===== src/nomb_pkg.sv =====
package nomb_pkg;

	// ****************************************
	// register map
	// ****************************************
	localparam int ADDR_W = 6;
	localparam logic [5:0] OFS_OPERATION_CONTROL = 6'h02;
	localparam logic [5:0] OFS_PROTOCOL_MODE_SELECT = 6'h03;
	localparam logic [5:0] OFS_BIT_RATE_SELECT = 6'h04;

	// ****************************************
	// reset values
	// ****************************************
	localparam logic [7:0] RST_OPERATION_CONTROL = 8'h00;
	localparam logic [7:0] RST_PROTOCOL_MODE_SELECT = 8'h08;
	localparam logic [7:0] RST_BIT_RATE_SELECT = 8'h00;

	// ****************************************
	// field layouts
	// ****************************************
	typedef struct packed {
		logic oscRegEnable;
		logic rxEnable;
		logic singleChannel;
		logic manualChannelSel;
		logic txEnable;
		logic wakeupModeEnable;
		logic [1:0] unused;
	} nomb_opctl_s;

	typedef struct packed {
		logic targetRole;
		logic [3:0] opMode;
		logic [1:0] unused;
		logic autoResponseCollisionAvoid;
	} nomb_mode_s;

	typedef struct packed {
		logic [3:0] txRate;
		logic [3:0] rxRate;
	} nomb_rate_s;

	// ****************************************
	// codes
	// ****************************************
	localparam logic [3:0] OM_P2P = 4'h0;
	localparam logic [3:0] OM_TYPE_A = 4'h1;
	localparam logic [3:0] OM_TYPE_B = 4'h2;
	localparam logic [3:0] OM_TYPE_F = 4'h3;
	localparam logic [3:0] OM_TYPE_1 = 4'h4;
	localparam logic [3:0] OM_SUBCARRIER = 4'he;
	localparam logic [3:0] OM_BPSK = 4'hf;
	localparam logic [3:0] OM_TGT_BITRATE_DETECT = 4'h0;
	localparam logic [3:0] OM_TGT_NORMAL = 4'h1;
	localparam logic [3:0] RATE_MAX_CODE = 4'h3;

	typedef enum logic [9:0] {
		PROTO_NONE = 10'h001,
		PROTO_P2P = 10'h002,
		PROTO_TYPE_A = 10'h004,
		PROTO_TYPE_B = 10'h008,
		PROTO_TYPE_F = 10'h010,
		PROTO_TYPE_1 = 10'h020,
		PROTO_SUBCARRIER = 10'h040,
		PROTO_BPSK = 10'h080,
		PROTO_TGT_BITRATE_DETECT = 10'h100,
		PROTO_TGT_NORMAL = 10'h200
	} nomb_proto_e;

endpackage


===== src/nomb_mode_regs.sv =====
`timescale 1ns/1ns
`default_nettype none
// How it works
// - bit7 powers oscillator and regulator, ready
// - bit6 enables receive operation
// - bit5 one: single channel via selector
// - bit4 picks automatic or manual channel choice
// - bit3 enables transmit operation
// - field-on sets, p2p transmit-done clears tx
// - bit2 enables wake-up mode
// - operation control resets only at power-up
// - mode and rate reset on set-default too
// - mode bit7 role, bits6-3 operating mode
// - initiator operating mode decode table
// - target decode: p2p detect or normal
// - unsupported mode disables tx and rx
// - mode bit0 starts response collision avoidance
// - rate register: tx high, rx low nibble
// - rate codes 0 to 3 valid only
// - bad rate code disables tx and rx
// - enter-normal command loads rate register
module nomb_mode_regs
	import nomb_pkg::*;
(
	input wire logic sys_clk,
	input wire logic sys_rst,
	input wire logic regWrite,
	input wire logic regRead,
	input wire logic [ADDR_W-1:0] regAddr,
	input wire logic [7:0] regWdata,
	output logic [7:0] regRdata,
	input wire logic cmdSetDefault,
	input wire logic cmdFieldOn,
	input wire logic enterNormalP2pCmd,
	input wire logic [7:0] normalP2pRate,
	input wire logic txFinished,
	input wire logic receiveChannelSelector,
	output logic oscRegEnable,
	output logic rxActive,
	output logic txActive,
	output logic amChannelEnable,
	output logic pmChannelEnable,
	output logic autoChannelSelect,
	output logic wakeupModeEnable,
	output logic targetRole,
	output nomb_proto_e protocolMode,
	output logic autoResponseCollisionAvoid,
	output nomb_rate_s activeRate
);

	// ****************************************
	// helpers
	// ****************************************
	function automatic nomb_proto_e decodeMode(input nomb_mode_s m);
		nomb_proto_e p;
		p = PROTO_NONE;
		if (m.targetRole) begin
			case (m.opMode)
				OM_TGT_BITRATE_DETECT: p = PROTO_TGT_BITRATE_DETECT;
				OM_TGT_NORMAL: p = PROTO_TGT_NORMAL;
				default: p = PROTO_NONE;
			endcase
		end else begin
			case (m.opMode)
				OM_P2P: p = PROTO_P2P;
				OM_TYPE_A: p = PROTO_TYPE_A;
				OM_TYPE_B: p = PROTO_TYPE_B;
				OM_TYPE_F: p = PROTO_TYPE_F;
				OM_TYPE_1: p = PROTO_TYPE_1;
				OM_SUBCARRIER: p = PROTO_SUBCARRIER;
				OM_BPSK: p = PROTO_BPSK;
				default: p = PROTO_NONE;
			endcase
		end
		return p;
	endfunction

	// only codes 0 to 3 are rates
	function automatic logic rateValid(input logic [3:0] code);
		return code <= RATE_MAX_CODE;
	endfunction

	function automatic nomb_opctl_s maskOpctl(input logic [7:0] v);
		nomb_opctl_s r;
		r = nomb_opctl_s'(v);
		r.unused = 2'h0;
		return r;
	endfunction

	function automatic nomb_mode_s maskMode(input logic [7:0] v);
		nomb_mode_s r;
		r = nomb_mode_s'(v);
		r.unused = 2'h0;
		return r;
	endfunction

	// ****************************************
	// register state
	// ****************************************
	nomb_opctl_s opCtl_q;
	nomb_mode_s mode_q;
	nomb_rate_s rate_q;
	logic wrOpCtl;
	logic wrMode;
	logic wrRate;
	nomb_proto_e modeDecoded;
	logic activeP2p;
	logic linkOk;

	assign wrOpCtl = regWrite && (regAddr == OFS_OPERATION_CONTROL);
	assign wrMode = regWrite && (regAddr == OFS_PROTOCOL_MODE_SELECT);
	assign wrRate = regWrite && (regAddr == OFS_BIT_RATE_SELECT);
	assign modeDecoded = decodeMode(mode_q);
	assign activeP2p = (modeDecoded == PROTO_P2P)
		|| (modeDecoded == PROTO_TGT_BITRATE_DETECT)
		|| (modeDecoded == PROTO_TGT_NORMAL);
	assign linkOk = (modeDecoded != PROTO_NONE)
		&& rateValid(rate_q.txRate) && rateValid(rate_q.rxRate);

	always_ff @(posedge sys_clk or posedge sys_rst) begin
		if (sys_rst) begin
			opCtl_q <= nomb_opctl_s'(RST_OPERATION_CONTROL);
		end else begin
			if (wrOpCtl) begin
				opCtl_q <= maskOpctl(regWdata);
			end
			if (txFinished && activeP2p) begin
				opCtl_q.txEnable <= 1'b0;
			end
			if (cmdFieldOn) begin
				opCtl_q.txEnable <= 1'b1;
			end
		end
	end

	always_ff @(posedge sys_clk or posedge sys_rst) begin
		if (sys_rst) begin
			mode_q <= nomb_mode_s'(RST_PROTOCOL_MODE_SELECT);
		end else if (cmdSetDefault) begin
			mode_q <= nomb_mode_s'(RST_PROTOCOL_MODE_SELECT);
		end else if (wrMode) begin
			mode_q <= maskMode(regWdata);
		end
	end

	always_ff @(posedge sys_clk or posedge sys_rst) begin
		if (sys_rst) begin
			rate_q <= nomb_rate_s'(RST_BIT_RATE_SELECT);
		end else if (cmdSetDefault) begin
			rate_q <= nomb_rate_s'(RST_BIT_RATE_SELECT);
		end else if (enterNormalP2pCmd) begin
			rate_q <= nomb_rate_s'(normalP2pRate);
		end else if (wrRate) begin
			rate_q <= nomb_rate_s'(regWdata);
		end
	end

	// ****************************************
	// read port
	// ****************************************
	// read data holds until the next read; unmapped reads give zero
	always_ff @(posedge sys_clk or posedge sys_rst) begin
		if (sys_rst) begin
			regRdata <= 8'h00;
		end else if (regRead) begin
			case (regAddr)
				OFS_OPERATION_CONTROL: regRdata <= opCtl_q;
				OFS_PROTOCOL_MODE_SELECT: regRdata <= mode_q;
				OFS_BIT_RATE_SELECT: regRdata <= rate_q;
				default: regRdata <= 8'h00;
			endcase
		end
	end

	// ****************************************
	// control outputs
	// ****************************************
	// registered for clean pins; costs one cycle after the register
	always_ff @(posedge sys_clk or posedge sys_rst) begin
		if (sys_rst) begin
			oscRegEnable <= 1'b0;
			rxActive <= 1'b0;
			txActive <= 1'b0;
			wakeupModeEnable <= 1'b0;
		end else begin
			oscRegEnable <= opCtl_q.oscRegEnable;
			rxActive <= opCtl_q.rxEnable && linkOk;
			txActive <= opCtl_q.txEnable && linkOk;
			wakeupModeEnable <= opCtl_q.wakeupModeEnable;
		end
	end

	// selector low picks the AM channel, high the PM channel
	always_ff @(posedge sys_clk or posedge sys_rst) begin
		if (sys_rst) begin
			amChannelEnable <= 1'b0;
			pmChannelEnable <= 1'b0;
			autoChannelSelect <= 1'b0;
		end else begin
			amChannelEnable <= opCtl_q.rxEnable && linkOk
				&& (!opCtl_q.singleChannel || !receiveChannelSelector);
			pmChannelEnable <= opCtl_q.rxEnable && linkOk
				&& (!opCtl_q.singleChannel || receiveChannelSelector);
			autoChannelSelect <= opCtl_q.rxEnable && linkOk
				&& !opCtl_q.singleChannel && !opCtl_q.manualChannelSel;
		end
	end

	always_ff @(posedge sys_clk or posedge sys_rst) begin
		if (sys_rst) begin
			targetRole <= 1'b0;
			protocolMode <= PROTO_TYPE_A;
			autoResponseCollisionAvoid <= 1'b0;
			activeRate <= nomb_rate_s'(RST_BIT_RATE_SELECT);
		end else begin
			targetRole <= mode_q.targetRole;
			protocolMode <= modeDecoded;
			autoResponseCollisionAvoid <=
				mode_q.autoResponseCollisionAvoid;
			// stored codes pass unchanged; linkOk gates bad ones
			activeRate <= rate_q;
		end
	end
endmodule // nomb_mode_regs
`default_nettype wire


===== config.mk =====
export PLATFORM = sky130hd
export DESIGN_NAME = nomb_mode_regs
export DESIGN_NICKNAME = d
export VERILOG_FILES = /design/src/nomb_pkg.sv /design/src/nomb_mode_regs.sv
export SDC_FILE = /design/constraint.sdc
export NUM_CORES = 1
export LEC_CHECK = 0
export ABC_AREA = 1
export BUFFER_PORTS_ARGS = -buffer_cell sky130_fd_sc_hd__buf_2
export CORE_MARGIN = 2
export CORE_UTILIZATION = 55
export DETAILED_ROUTE_END_ITERATION = 10
export GPL_TIMING_DRIVEN = 1
export PLACE_DENSITY = 0.92
export SYNTH_ARGS = -nofsm -noshare
export SYNTH_HDL_FRONTEND = slang
export SYNTH_SLANG_ARGS = --single-unit

===== constraint.sdc =====
create_clock -name sys_clk -period 5 [get_ports sys_clk]
set_input_delay 1 -clock sys_clk [delete_from_list [all_inputs] [get_ports sys_clk]]
set_output_delay 1 -clock sys_clk [all_outputs]
set_load 0.005 [all_outputs]

Word level (Yosys, flattened, before mapping). Index checks and enable logic that the tools add are counted. Widths: inputs -> output; s select.

$lt $le $gt $ge: 2. Equality and inequality tests: 13. Mux-type cells: 12. Reductions and logical operators: 23.

Operators by type and width (count): $pmux 8 s7 (1); $mux 8 (5); $pmux 8 s3 (1); $pmux 10 s2 (1); $eq 6x2->1 const B (2); $logic_and 1x1->1 (12); $eq 10x10->1 const B (1); $eq 10x2->1 const B (1); $eq 10x9->1 const B (1); $mux 10 (1); $ne 10x1->1 const B (1); $eq 4x2->1 const B (2); $eq 4x4->1 const B (2); $le 4x2->1 const B (2); $eq 6x3->1 const B (1); $reduce_bool 3->1 (2); $eq 4x1->1 const B (1); $eq 4x3->1 const B (1); $logic_not 4->1 (1); $logic_or 1x1->1 (4); $mux 4 (1); $logic_not 1->1 (3); $mux 1 (2); $reduce_bool 2->1 (1).

Register bits: 57. Input port bits: 31. Output and inout port bits: 35. Logic and storage cells: 75.

Logic depth before layout (Yosys ltp).
Depth after elaboration: 9. Mapped depth: 8. Mapped depth without buffers: 7.

Worst setup path after synthesis. OpenSTA, ideal clock, no wires.

Kind: in2reg. From: in enterNormalP2pCmd. To: reg rate_q[7] (netlist bit). Library setup time: 0.117 ns. Arrival time: 1.877 ns. Data required time: 4.883 ns. Path slack: 3.005 ns. Stages: 7. Path buffers: 3. Cells stage by stage: buf_6 or2_0 buf_6 o21bai_4 buf_6 nand2_2 o21ai_2.

Word-level cells in the longest chain between the ends: 2. Elaborated cells between the ends (all ways): 3. Those cells by class: mux (2); reduce/logical (1).

RTL lines: from (decl) (RTL line nomb_mode_regs.sv:34) `input wire logic enterNormalP2pCmd,`; $mux 8 (RTL line nomb_mode_regs.sv:151) `end else if (enterNormalP2pCmd) begin`; $mux 8 (RTL line nomb_mode_regs.sv:149) `end else if (cmdSetDefault) begin`; to (signal assigned) (RTL line nomb_mode_regs.sv:148) `rate_q <= nomb_rate_s'(RST_BIT_RATE_SELECT);`; to (signal assigned) (RTL line nomb_mode_regs.sv:150) `rate_q <= nomb_rate_s'(RST_BIT_RATE_SELECT);`; to (signal assigned) (RTL line nomb_mode_regs.sv:152) `rate_q <= nomb_rate_s'(normalP2pRate);`; to (decl) (RTL line nomb_mode_regs.sv:102) `nomb_rate_s rate_q;`.

Several ways; a longest one is shown, not always the timed one. A chain may end at the register's enable or synchronous reset.

Worst setup path after layout.
From: in regAddr[5]. To: reg rate_q[6] (netlist bit).

Word-level cells in the longest chain between the ends: 3.

RTL lines: from (decl) (RTL line nomb_mode_regs.sv:29) `input wire logic [ADDR_W-1:0] regAddr,`; $eq 6x3->1 (RTL line nomb_mode_regs.sv:112) `assign wrRate = regWrite && (regAddr == OFS_BIT_RATE_SELECT);`; $logic_and 1x1->1 (RTL line nomb_mode_regs.sv:112); $reduce_bool 3->1 (no line).

Every way passes these cells.

==> flow_metrics.py <==
metrics = {
    "sta": {
        "timing_hold_violations_final": 0,
        "min_period_over_period_pct": 40.91,
        "skew_ns": 0.006726,
        "period_minus_slack_ns": 2.045,
        "max-slew-margin-rel_pct": 27.55,
        "tightestPinTransition_ns": 1.085,
        "rsz0062_at_grt": "false",
        "hold-worst-slack_ns": 0.3881,
        "clock.fmax_mhz": 488.9,
        "finalMaxSlewViolations": 0,
        "tns_ns": 0,
        "setup_viol": 0,
        "fin_ws_ns": 2.955,
    },
    "floorplan": {
        "die_y_um": 69.92,
        "chipWidth_um": 69.92,
        "fp.dieArea_sq_um": 4888,
        "core_area_sq_um": 4086,
        "row_count": 23,
        "boundaryPins": 66,
        "initial_utilization_pct": 58.48,
    },
    "global_routing": {
        "grt_antenna_before_repair": 0,
        "grt_pass1_vias": 1836,
        "grt_max_degree": 56,
        "grtUsageTotal_pct": 22.14,
        "overflow": 0,
        "grt_pass1_wl_um": 8583,
    },
    "layout": {
        "post-route-util_pct": 68.95,
        "fin_cells": 376,
        "layout.nets": 356,
        "antenna_cells": 0,
        "mostFrequentLayoutCell": "buf_2",
        "final_cell_mix": "65 x buf_2, 60 x nand2_1, 53 x dfrtp_1",
        "area_delta_synth_final_pct": 17.91,
        "nFillCells": 324,
        "final_area_sq_um": 2818,
        "drive_gt1_share_pct": 28.83,
    },
    "critical_path": {
        "crit_chain": "buf_2 > nor2_1 > buf_4 > nand3_2 > o21bai_4 > nand2_1 > o21ai_2",
        "crit_slowest_cell": "o21bai_4",
        "critPathMaxFanout": 21,
        "worstPathArrival_ns": 2.28,
        "critPathMaxStageDelay_ns": 0.42,
        "crit_type": "in -> reg",
        "crit_required_ns": 5.24,
        "cp-start-kind": "primary input",
        "cp-end-kind": "register",
    },
    "routing": {
        "drc": 0,
        "dr.first_iter.drc_count": 174,
        "drt_wl_total_um": 5114,
        "ant_nets": 0,
        "first_pass_iters": 4,
        "via_per_inst": 5.277,
        "routedWlPerCell_um": 13.60,
        "via_count": 1984,
    },
    "cts": {
        "cts_setup_buffers": 0,
        "clkSlewWorstSetupHoldPaths_ns": 0.09,
        "cts_tree": "done",
        "numCtsBuffers": 5,
        "clockBufferDepth": 2,
        "clkLatencyLatePin_ns": 0.31,
        "cts_sinks": 55,
        "cts_root_buffer": "clkbuf_8",
        "cts_hold_buffers": 0,
        "ctsResizeCount": 0,
        "cts_max_level": 2,
    },
    "placed_design": {
        "placed_cells_incl_taps": 368,
        "post_dp_cell_area_sq_um": 2718,
        "dp_hpwl_um": 3797,
        "place_ws_ns": 2.649,
        "port_buffers": 65,
        "gp_congestion": 0.8913,
    },
    "worst_hold_path": {
        "hp-class": "reg -> reg",
    },
    "power_and_ir_drop": {
        "ir_worst_vdd_mv": 0.2392,
        "leakagePower_nw": 1.602,
        "total_power_mw": 0.8285,
        "p_per_area_nw_per_um2": 294.0,
    },
    "synthesis": {
        "yosysUniqueCellTypes": 26,
        "yosysSeqAreaShare_pct": 57.70,
        "synth.avg_cell_area_sq_um": 9.121,
        "synth-seq-cells": 55,
        "syn-instance-count": 262,
        "yosysWarnings": 0,
        "syn-cell-area_sq_um": 2390,
        "synthesis.nets": 293,
    },
    "outcome": {
        "outcome": "completed",
    },
    "job": {
        "drv_cap": 0,
    },
}
-- synth_stat cells, drive strengths merged --
library cell / instances / area [sq um]
nor2: 19 / 86.33
o31ai: 1 / 7.510
nand3: 27 / 140.1
clkbuf: 3 / 11.26
o21bai: 1 / 18.77
o21ai: 26 / 160.1
nand4: 16 / 106.4
nor3: 4 / 20.02
buf: 7 / 56.30
clkinv: 1 / 3.750
inv: 35 / 131.4
nor4: 3 / 18.77
dfrtp: 53 / 1326
nand2: 62 / 237.7
or2: 2 / 12.52
dfstp: 2 / 52.55
-- where the power goes --
part	internal [mW]	switching [mW]
logic	0.0331	0.0549
clock network	0.127	0.132
registers	0.468	0.0140
total	0.627	0.201
-- final cells by class --
cell class / count / area [sq um] / area share, %
Sequential cell: 55 / 1379 / 48.93
Multi-Input combinational cell: 161 / 808.3 / 28.69
Timing Repair Buffer: 66 / 332.8 / 11.81
Tap cell: 50 / 62.56 / 2.220
Clock buffer: 8 / 100.1 / 3.552
Inverter: 36 / 135.1 / 4.796
-- worst paths after layout --
kind	slack, ns	start	cells after the start	end
max in group asynchronous	3.38	sys_rst	2	regRdata[1]$_DFFE_PP0P_
worst max register to register	3.60	mode_q[4]$_DFFE_PP0P_	7	autoChannelSelect$_DFF_PP0_
min in group asynchronous	0.96	sys_rst	2	amChannelEnable$_DFF_PP0_
worst min-delay path	0.39	rate_q[1]$_DFFE_PP0P_	0	activeRate[1]$_DFF_PP0_
worst min register to register	0.39	rate_q[1]$_DFFE_PP0P_	0	activeRate[1]$_DFF_PP0_
worst max-delay path	2.95	regAddr[5]	7	rate_q[6]$_DFFE_PP0P_
-- cells by family after synthesis --
family                 Yosys count  share of synthesized area [%]
buffers and inverters           46                          8.481
flip-flops                      55                          57.70
AO/OA/AOI/OAI                   28                          7.801
AND/OR/NAND/NOR                133                          26.02
-- per-layer routing --
metal	share of wire (%)	wire (um)	global-route usage [%]	vias to the layer above
met1	44	2245	31.05	924
met2	48	2442	35.03	80
met3	6.6	340	4.618	8
li1	-	-	-	972
met4	1.7	86	6.838	0
met5	0	0	0	-
-- critical path: cells and delay by family --
family          cells  cell delay, ns
compound gates      2            0.50
simple gates        3            0.43
buf+inv             2            0.34
-- registers in the layout (all words and copies together) (netlist names) --
name and cells:
activeRate 8, amChannelEnable 1, autoChannelSelect 1, autoResponseCollisionAvoid 1, mode_q 6, opCtl_q 6, oscRegEnable 1, pmChannelEnable 1
protocolMode 10, rate_q 8, regRdata 8, rxActive 1, targetRole 1, txActive 1, wakeupModeEnable 1
Note: power is estimated with default switching activity, not from simulation.
